## src/hw/dptc_pkg.sv

```systemverilog
// Purpose: Shared constants for the dual port timestamp capture unit.
// Assumes: 8-bit register port, 20 MHz device clock.
// Notes: Offsets are byte addresses on the plain register port.
package dptc_pkg;

    // ==========================================================
    // Register offsets
    localparam logic [7:0] DPTC_OFS_CONFIG = 8'h25;
    localparam logic [7:0] DPTC_OFS_CONTROL = 8'h26;
    localparam logic [7:0] DPTC_OFS_LINE_UPPER = 8'h27;
    localparam logic [7:0] DPTC_OFS_LINE_LOWER = 8'h28;
    localparam logic [7:0] DPTC_OFS_STATUS = 8'h29;
    localparam logic [7:0] DPTC_OFS_P0_UPPER = 8'h2a;
    localparam logic [7:0] DPTC_OFS_P0_LOWER = 8'h2b;
    localparam logic [7:0] DPTC_OFS_P1_UPPER = 8'h2c;
    localparam logic [7:0] DPTC_OFS_P1_LOWER = 8'h2d;
    localparam logic [7:0] DPTC_OFS_INT_STATUS = 8'h40;
    localparam logic [7:0] DPTC_OFS_INT_MASK = 8'h41;

    // ==========================================================
    // Field positions
    localparam int DPTC_CTL_HOLD_BIT = 4;
    localparam int DPTC_STS_READY_BIT = 4;
    localparam int DPTC_CFG_EVENT_BIT = 0;
    localparam int DPTC_CFG_FREERUN_BIT = 1;
    localparam int DPTC_CFG_EARLY_BIT = 3;
    localparam int DPTC_CFG_RES_LSB = 4;
    localparam int DPTC_CFG_EDGE_BIT = 6;
    localparam logic [7:0] DPTC_CTL_WMASK = 8'h13;
    localparam logic [7:0] DPTC_CFG_WMASK = 8'h7b;
    localparam logic [7:0] DPTC_RESET_VALUE = 8'h00;

    // ==========================================================
    // Counter resolution, clock period 50 ns
    localparam int DPTC_CLK_NS = 50;
    localparam int DPTC_RES0_NS = 40;
    localparam int DPTC_RES1_NS = 80;
    localparam int DPTC_RES2_NS = 160;
    localparam int DPTC_RES3_NS = 1000;
    localparam int DPTC_RES0_CYC = (DPTC_RES0_NS + DPTC_CLK_NS - 1) / DPTC_CLK_NS;
    localparam int DPTC_RES1_CYC = (DPTC_RES1_NS + DPTC_CLK_NS - 1) / DPTC_CLK_NS;
    localparam int DPTC_RES2_CYC = (DPTC_RES2_NS + DPTC_CLK_NS - 1) / DPTC_CLK_NS;
    localparam int DPTC_RES3_CYC = (DPTC_RES3_NS + DPTC_CLK_NS - 1) / DPTC_CLK_NS;

    // ==========================================================
    // Interrupt event bits
    localparam int DPTC_EV_CAP0 = 0;
    localparam int DPTC_EV_CAP1 = 1;
    localparam int DPTC_EV_READY = 2;

endpackage : dptc_pkg

```

## src/hw/dptc_tick.sv

```systemverilog
// Purpose: Prescaler that yields the timestamp counter advance pulse.
// Assumes: Resolutions are rounded up to whole 50 ns clock cycles.
// Notes: A change of resolution restarts the prescale count.
`timescale 1ns/1ps
`default_nettype none
module dptc_tick
    import dptc_pkg::*;
(
    input wire logic clk,
    input wire logic rst,
    input wire logic [1:0] res_sel,
    output logic tick
);
    logic [7:0] div_ff;
    logic [7:0] nxt_div;
    logic [1:0] sel_ff;
    logic [7:0] limit;

    // ==========================================================
    // Divide select
    assign limit = (res_sel == 2'h0) ? 8'(DPTC_RES0_CYC - 1) :
                   (res_sel == 2'h1) ? 8'(DPTC_RES1_CYC - 1) :
                   (res_sel == 2'h2) ? 8'(DPTC_RES2_CYC - 1) :
                   8'(DPTC_RES3_CYC - 1);
    assign tick = (div_ff >= limit);
    assign nxt_div = (tick || sel_ff != res_sel) ? 8'h00 : div_ff + 8'h01;

    always_ff @(posedge clk or posedge rst) begin
        if (rst) begin
            div_ff <= 8'h00;
            sel_ff <= 2'h0;
        end else begin
            div_ff <= nxt_div;
            sel_ff <= res_sel;
        end
    end
endmodule : dptc_tick
`default_nettype wire

```

## src/hw/dptc_top.sv

```systemverilog
// Purpose: Two-port timestamp capture with hold, valid and ready reporting.
// Assumes: Line start inputs are synchronous one-cycle events; frame sync is a synchronous level.
// Notes: Read data appear the cycle after the read strobe.
// Functional notes
// - Writing hold one freezes captured values and clears ready at once.
// - Ready flag is read-only bit 4 of the capture status register.
// - Per-port enable bits 0 and 1 gate capturing for each port.
// - Line mode captures at the 16-bit trigger line from two byte registers.
// - Free-running frame mode arms frame watching at the trigger line.
// - Read-only valid flags per port in status bits 0 and 1.
// - Captured 16-bit values read through upper and lower byte registers.
// - Counter resolution selects 40, 80, 160 ns or 1 us, rounded up to 50, 100, 200 ns and 1 us.
// - Edge select chooses rising or falling frame sync edge.
// - Early ready raises ready when all ports have values.
`timescale 1ns/1ps
`default_nettype none
module dptc_top
    import dptc_pkg::*;
#(
    parameter int PORTS = 2
)
(
    input wire logic clk,
    input wire logic rst,
    input wire logic [7:0] reg_addr,
    input wire logic [7:0] reg_wdata,
    input wire logic reg_wr,
    input wire logic reg_rd,
    output logic [7:0] reg_rdata,
    input wire logic [PORTS-1:0] line_start,
    input wire logic [PORTS-1:0] frame_sync,
    output logic irq
);
    // ==========================================================
    // Registers
    logic [7:0] control_ff;
    logic [7:0] config_ff;
    logic [7:0] line_upper_ff;
    logic [7:0] line_lower_ff;
    logic [15:0] counter_ff;
    logic [15:0] stamp_ff [PORTS];
    logic [PORTS-1:0] valid_ff;
    logic ready_ff;
    logic [7:0] rdata_ff;
    logic [2:0] int_status_ff;
    logic [2:0] int_mask_ff;
    logic [15:0] line_cnt_ff [PORTS];
    logic [PORTS-1:0] armed_ff;
    logic [PORTS-1:0] sync_prev_ff;

    // ==========================================================
    // Decode
    function automatic logic hit(input logic [7:0] a, input logic [7:0] ofs);
        hit = (a == ofs);
    endfunction : hit

    logic wr_ctl, wr_cfg, wr_lup, wr_llo, rd_int;
    logic hold, early, event_frame, freerun, falling, tick;
    logic [1:0] res_sel;
    logic [15:0] trigger_line_number;
    logic [PORTS-1:0] port_enable;
    logic [PORTS-1:0] cap;
    logic [PORTS-1:0] fs_edge;
    logic all_valid;
    logic nxt_ready;
    logic ready_rise;
    logic [2:0] events;
    logic [2:0] nxt_int_status;
    logic [7:0] nxt_rdata;

    assign wr_ctl = reg_wr && hit(reg_addr, DPTC_OFS_CONTROL);
    assign wr_cfg = reg_wr && hit(reg_addr, DPTC_OFS_CONFIG);
    assign wr_lup = reg_wr && hit(reg_addr, DPTC_OFS_LINE_UPPER);
    assign wr_llo = reg_wr && hit(reg_addr, DPTC_OFS_LINE_LOWER);
    assign rd_int = reg_rd && hit(reg_addr, DPTC_OFS_INT_STATUS);

    assign hold = control_ff[DPTC_CTL_HOLD_BIT];
    assign port_enable = control_ff[PORTS-1:0];
    assign early = config_ff[DPTC_CFG_EARLY_BIT];
    assign event_frame = config_ff[DPTC_CFG_EVENT_BIT];
    assign freerun = config_ff[DPTC_CFG_FREERUN_BIT];
    assign falling = config_ff[DPTC_CFG_EDGE_BIT];
    assign res_sel = config_ff[DPTC_CFG_RES_LSB +: 2];
    assign trigger_line_number = {line_upper_ff, line_lower_ff};

    dptc_tick u_tick (
        .clk(clk),
        .rst(rst),
        .res_sel(res_sel),
        .tick(tick)
    );

    // ==========================================================
    // Counter
    always_ff @(posedge clk or posedge rst) begin
        if (rst) begin
            counter_ff <= 16'h0000;
        end else if (tick) begin
            counter_ff <= counter_ff + 16'h0001;
        end
    end

    // ==========================================================
    // Per-port capture event
    genvar gi;
    generate
        for (gi = 0; gi < PORTS; gi++) begin : g_port
            logic [15:0] nxt_line;
            logic nxt_armed;
            // Frame sync edge detect on the selected polarity.
            assign fs_edge[gi] = falling ? (sync_prev_ff[gi] && !frame_sync[gi]) :
                                 (!sync_prev_ff[gi] && frame_sync[gi]);
            // Line count restarts on each frame edge; line starts advance it.
            assign nxt_line = fs_edge[gi] ? 16'h0000 :
                              (line_start[gi] ? line_cnt_ff[gi] + 16'h0001 : line_cnt_ff[gi]);
            // In free-running frame mode the watch arms once the trigger line passes.
            assign nxt_armed = fs_edge[gi] ? 1'b0 :
                               ((line_start[gi] && nxt_line == trigger_line_number)
                                ? 1'b1 : armed_ff[gi]);
            assign cap[gi] = port_enable[gi] && !hold &&
                             (event_frame ?
                              (fs_edge[gi] && (!freerun || armed_ff[gi])) :
                              (line_start[gi] && nxt_line == trigger_line_number));

            always_ff @(posedge clk or posedge rst) begin
                if (rst) begin
                    line_cnt_ff[gi] <= 16'h0000;
                    armed_ff[gi] <= 1'b0;
                    sync_prev_ff[gi] <= 1'b0;
                    stamp_ff[gi] <= 16'h0000;
                    valid_ff[gi] <= 1'b0;
                end else begin
                    line_cnt_ff[gi] <= nxt_line;
                    armed_ff[gi] <= nxt_armed;
                    sync_prev_ff[gi] <= frame_sync[gi];
                    if (cap[gi]) begin
                        stamp_ff[gi] <= counter_ff;
                        valid_ff[gi] <= 1'b1;
                    end
                end
            end
        end
    endgenerate

    // ==========================================================
    // Ready flag
    // Early mode needs every port valid; normal mode waits only on enabled ports.
    assign all_valid = early ? (&valid_ff) :
                       ((valid_ff & port_enable) == port_enable && |port_enable);
    assign nxt_ready = (wr_ctl && reg_wdata[DPTC_CTL_HOLD_BIT]) ? 1'b0 :
                       (hold ? 1'b0 : (all_valid ? 1'b1 : ready_ff));
    assign ready_rise = nxt_ready && !ready_ff;

    // ==========================================================
    // Interrupt status; set wins over the clearing read.
    assign events = {ready_rise, cap[1], cap[0]};
    assign nxt_int_status = (rd_int ? 3'h0 : int_status_ff) | events;
    assign irq = |(int_status_ff & int_mask_ff);

    // ==========================================================
    // Read mux
    assign nxt_rdata =
        hit(reg_addr, DPTC_OFS_CONFIG) ? config_ff :
        hit(reg_addr, DPTC_OFS_CONTROL) ? control_ff :
        hit(reg_addr, DPTC_OFS_LINE_UPPER) ? line_upper_ff :
        hit(reg_addr, DPTC_OFS_LINE_LOWER) ? line_lower_ff :
        hit(reg_addr, DPTC_OFS_STATUS) ?
            {3'h0, ready_ff, 2'h0, valid_ff} :
        hit(reg_addr, DPTC_OFS_P0_UPPER) ? stamp_ff[0][15:8] :
        hit(reg_addr, DPTC_OFS_P0_LOWER) ? stamp_ff[0][7:0] :
        hit(reg_addr, DPTC_OFS_P1_UPPER) ? stamp_ff[1][15:8] :
        hit(reg_addr, DPTC_OFS_P1_LOWER) ? stamp_ff[1][7:0] :
        hit(reg_addr, DPTC_OFS_INT_STATUS) ? {5'h00, int_status_ff} :
        hit(reg_addr, DPTC_OFS_INT_MASK) ? {5'h00, int_mask_ff} :
        8'h00;

    // ==========================================================
    // Register writes
    always_ff @(posedge clk or posedge rst) begin
        if (rst) begin
            control_ff <= DPTC_RESET_VALUE;
            config_ff <= DPTC_RESET_VALUE;
            line_upper_ff <= DPTC_RESET_VALUE;
            line_lower_ff <= DPTC_RESET_VALUE;
            ready_ff <= 1'b0;
            int_status_ff <= 3'h0;
            int_mask_ff <= 3'h0;
            rdata_ff <= 8'h00;
        end else begin
            if (wr_ctl) begin
                control_ff <= reg_wdata & DPTC_CTL_WMASK;
            end
            if (wr_cfg) begin
                config_ff <= reg_wdata & DPTC_CFG_WMASK;
            end
            if (wr_lup) begin
                line_upper_ff <= reg_wdata;
            end
            if (wr_llo) begin
                line_lower_ff <= reg_wdata;
            end
            if (reg_wr && hit(reg_addr, DPTC_OFS_INT_MASK)) begin
                int_mask_ff <= reg_wdata[2:0];
            end
            ready_ff <= nxt_ready;
            int_status_ff <= nxt_int_status;
            rdata_ff <= reg_rd ? nxt_rdata : 8'h00;
        end
    end

    assign reg_rdata = rdata_ff;
endmodule : dptc_top
`default_nettype wire

```

## config.mk

```make
export PLATFORM = sky130hd
export DESIGN_NAME = dptc_top
export DESIGN_NICKNAME = d
export VERILOG_FILES = /design/src/hw/dptc_pkg.sv /design/src/hw/dptc_tick.sv /design/src/hw/dptc_top.sv
export SDC_FILE = /design/constraint.sdc
export NUM_CORES = 1
export LEC_CHECK = 0
export BUFFER_PORTS_ARGS = -buffer_cell sky130_fd_sc_hd__buf_2
export CELL_PAD_IN_SITES_DETAIL_PLACEMENT = 1
export CELL_PAD_IN_SITES_GLOBAL_PLACEMENT = 1
export CORE_MARGIN = 5
export CORE_UTILIZATION = 49
export CTS_BUF_LIST = sky130_fd_sc_hd__clkbuf_4 sky130_fd_sc_hd__clkbuf_8
export CTS_CLUSTER_SIZE = 30
export DETAILED_ROUTE_END_ITERATION = 16
export PLACE_DENSITY_LB_ADDON = 0.1
export SYNTH_ARGS = -nofsm -noshare
export SYNTH_HDL_FRONTEND = slang
export SYNTH_HIERARCHICAL = 1
export SYNTH_SLANG_ARGS = --single-unit
```

## constraint.sdc

```tcl
create_clock -name clk -period 4.3 [get_ports clk]
set_clock_uncertainty 0.2 [all_clocks]
set_input_delay 0.43 -clock clk [delete_from_list [all_inputs] [get_ports clk]]
set_output_delay 0.43 -clock clk [all_outputs]
set_load 0.01 [all_outputs]
```

==> qor.tcl <==
set qor(die_height_um) 132
set qor(cp.depth) 9
set qor(finalCritPeriodShare) 0.930
set qor(outcome) {finished, final reports clean}
set qor(cp_top_family) {simple AND/OR/NAND/NOR gates}
set qor(yosys.area_share.adder) 0.0121
set qor(final-seq-area_um2) 3400
set qor(drt_pre_antenna_iters) 5
set qor(nNetsFinal) 736
set qor(clk_latency_ns) 0.47
set qor(synth_enable_flop_cells) 0
set qor(post_synth_instance_area_um2) 7240
set qor(cts_tree) {built}
set qor(final_report_max_slew_violation_count) 0
set qor(path_cells) {ha_1 -> nand4_1 -> or4_1 -> a21oi_1 -> xor2_1 -> or4b_1 -> nor4_4 -> a21oi_4 -> mux2_4}
set qor(die_area_um2) 17300
set qor(critical_path_required_ns) 4.44
set qor(synth_area_leader_cell) {sky130_fd_sc_hd__dfrtp_1}
set qor(area.growth.synth_to_final_pct) 10.7
set qor(global_route_wire_length_before_repair_um) 32300
set qor(unrepaired_setup_endpoints_after_global_routing) {false}
set qor(detail_route.vias_per_cell) 6.06
set qor(cts-resized-gates) 0
set qor(via_count_of_the_first_global_routing_pass) 5907
set qor(final_area_um2) 8010
set qor(cts_inserted_buffers) 17
set qor(postSynthAreaPerCell_um2) 10.8
set qor(max_cap_violations) 0
set qor(leakagePower_uw) 0.00362
set qor(synth-xor-area-share) 0.0614
set qor(clk_transition_reported_paths_ns) 0.09
set qor(htree_levels) 4
set qor(synth-seq-cells) 136
set qor(yosysWarnings) 6
set qor(layout.filler_cells) 1583
set qor(largest_family_of_logic_cells_by_synthesized_area) {simple AND/OR/NAND/NOR gates}
set qor(synth_seq_area_share) 0.470
set qor(post_cts_hold_buffer_count) 3
set qor(drive_gt1_frac) 0.206
set qor(critical-path-max-stage-delay_ns) 0.64
set qor(cp_slowest_cell) {sky130_fd_sc_hd__or4_1}
set qor(worstPathMaxFanout) 18
set qor(global_route.usage.total) 0.233
set qor(placedInstanceArea_um2) 7540
set qor(dpl.hpwl_um) 14100
set qor(hold_viol_final) 0
set qor(max_slew_margin) 0.115
set qor(worst-setup-path-type) {register to register}
set qor(logic_depth_of_the_worst_register_to_register_path) 9
set qor(wl_per_cell_um) 21.9
set qor(synthArstFlopShare) 1.00
set qor(diodes) 0
set qor(critical_path.startpoint_type) {register}
set qor(tightestPinTransition_ns) 1.33
set qor(synth_top_flop_cell) {sky130_fd_sc_hd__dfrtp_1}
set qor(final.min_clock_period_ns) 4.00
set qor(multi_input_comb_area_um2) 3610
set qor(setup_violations) 0
set qor(synth-simple-area-share) 0.185
set qor(hold_path.class) {input pin to register}
set qor(ctsLongestPathBuffers) 2
set qor(synth.distinct_cells) 72
set qor(ir_worst_vdd_v) 0.000352
set qor(io_pins) 33
set qor(pwr_density_cell_nw_per_um2) 402
set qor(gp_routability_congestion) 0.855
set qor(initial_utilization) 0.498
set qor(final.hold.worst_slack_ns) 0.0260
set qor(io_buffers) 32
set qor(synth_top_area_share) 0.470
set qor(hold_path_depth) 2
set qor(syn_inst) 672
set qor(timing.critical_path.buf_inv) 0
set qor(clkSinkCount) 136
set qor(final_antenna_net_count) 0
set qor(maxClockFrequency_mhz) 250
set qor(total_via_count_after_detailed_routing) 5458
set qor(synth_compound_gate_area_share) 0.101
set qor(grt_start_max_net_pins) 68
set qor(drt_drc_violations_left) 0
set qor(end_kind) {register}
set qor(post_synth_mux_area_share) 0.138
set qor(grt_remaining_overflow) 0
set qor(setup_slack_of_the_most_critical_reg_to_reg_path_ns) 0.30
set qor(data_arrival_time_of_the_critical_path_ns) 4.14
set qor(drt-total-wl_um) 19700
set qor(core_um2) 14500
set qor(cts_root_buf) {sky130_fd_sc_hd__clkbuf_8}
set qor(initialDrtViolationCount) 303
set qor(antenna_violations_before_repair) 0
set qor(placement_rows) 44
set qor(die_width_um) 132
set qor(post_synth_main_area_contributors) {sky130_fd_sc_hd__dfrtp_1 (47%), sky130_fd_sc_hd__mux2_2 (7.3%), sky130_fd_sc_hd__xnor2_1 (3.9%)}
set qor(tns_ns) 0
set qor(post_cts.repair.setup_buffers) 0
## cell usage in the layout (no fill, tap or decap), types with 16 or more instances in the layout
master	netlist	routed
sky130_fd_sc_hd__dfrtp_1	136	136
sky130_fd_sc_hd__nand2_1	52	52
sky130_fd_sc_hd__mux2_2	47	47
sky130_fd_sc_hd__nor2_1	34	34
sky130_fd_sc_hd__nand3_1	32	32
sky130_fd_sc_hd__xnor2_1	32	32
sky130_fd_sc_hd__buf_2	7	32
sky130_fd_sc_hd__mux2i_1	23	23
sky130_fd_sc_hd__a21oi_1	23	23
sky130_fd_sc_hd__inv_1	22	21
sky130_fd_sc_hd__o21ai_0	20	20
sky130_fd_sc_hd__nand4_1	19	19
sky130_fd_sc_hd__clkbuf_8	0	17
sky130_fd_sc_hd__xor2_1	16	16
sky130_fd_sc_hd__mux2_4	16	16
## metrics by stage
stage / power [uW] / cells / worst slack [ns] / util
after floorplan: 1890 / 673 / 0.314 / -
after global placement: 2020 / 867 / 0.546 / 0.519
after detailed placement: 2050 / 867 / 0.361 / 0.519
after CTS: 3240 / 901 / 0.301 / 0.551
after global routing: 3370 / 901 / 0.0929 / 0.551
final: 3220 / 901 / 0.300 / 0.551
## where the power goes
part           switching (uW)  total (uW)  internal, uW
clock                     550        1200           645
sequential                157        1560          1400
combinational             240         467           226
total                     948        3220          2270
## logic make-up after synthesis
family | Yosys count
simple gates | 239
flops | 136
other cells | 1
fa+ha+maj | 7
xor+xnor | 49
compound gates | 104
buf+inv | 50
mux | 86
## flip-flops by register name, indices dropped and copies added (netlist names)
| register | count |
|---|---|
| u_tick/div_ff | 8 |
| sync_prev_ff | 2 |
| line_cnt_ff | 32 |
| config_ff | 6 |
| int_mask_ff | 3 |
| int_status_ff | 3 |
| control_ff | 3 |
| reg_rdata | 8 |
| stamp_ff | 32 |
| armed_ff | 2 |
| counter_ff | 16 |
| valid_ff | 2 |
| ready_ff | 1 |
| line_lower_ff | 8 |
| line_upper_ff | 8 |
| u_tick/sel_ff | 2 |
## path summary, 6_finish.rpt
kind,start,endpoint
max reg2reg,line_cnt_ff[16],stamp_ff[22]
min in group asynchronous,rst,u_tick/div_ff[2]
min,reg_wdata[3],config_ff[3]
max,line_cnt_ff[16],stamp_ff[22]
min reg2reg,armed_ff[1],armed_ff[1]
max in group asynchronous,rst,line_cnt_ff[4]
## synth_stat cells, drive strengths merged, types with 4 or more instances
| master | n |
|---|---|
| clkbuf | 13 |
| xnor2 | 32 |
| nor2b | 12 |
| and4 | 4 |
| dfrtp | 136 |
| buf | 15 |
| mux2 | 63 |
| o31ai | 4 |
| nor3 | 13 |
| a21oi | 25 |
| o22ai | 7 |
| and3 | 8 |
| or2 | 4 |
| nor4 | 13 |
| nand4 | 20 |
| o211ai | 6 |
| o21ai | 21 |
| inv | 22 |
| nand3 | 34 |
| mux2i | 23 |
| xor2 | 16 |
| a21boi | 5 |
| or3 | 7 |
| nor2 | 34 |
| nor3b | 4 |
| a222oi | 4 |
| o311ai | 4 |
| nand2 | 53 |
| nand3b | 12 |
| or4 | 5 |
| ha | 7 |
## metal layers
metal,GRT usage,vias up,routed length (um)
li1,-,2530,-
met1,0.293,2796,8580
met2,0.393,97,9980
met3,0.0505,35,603
met4,0.0880,0,560
met5,0,-,0
## cell type report
type	count	area share
multi-input cells	487	0.450
well taps	184	0.0288
clock inverters	13	0.0241
inverters	22	0.0106
repair buffers	41	0.0309
flip-flops and latches	136	0.425
clock buffers	18	0.0302
Note: power is estimated with default switching activity, not from simulation.
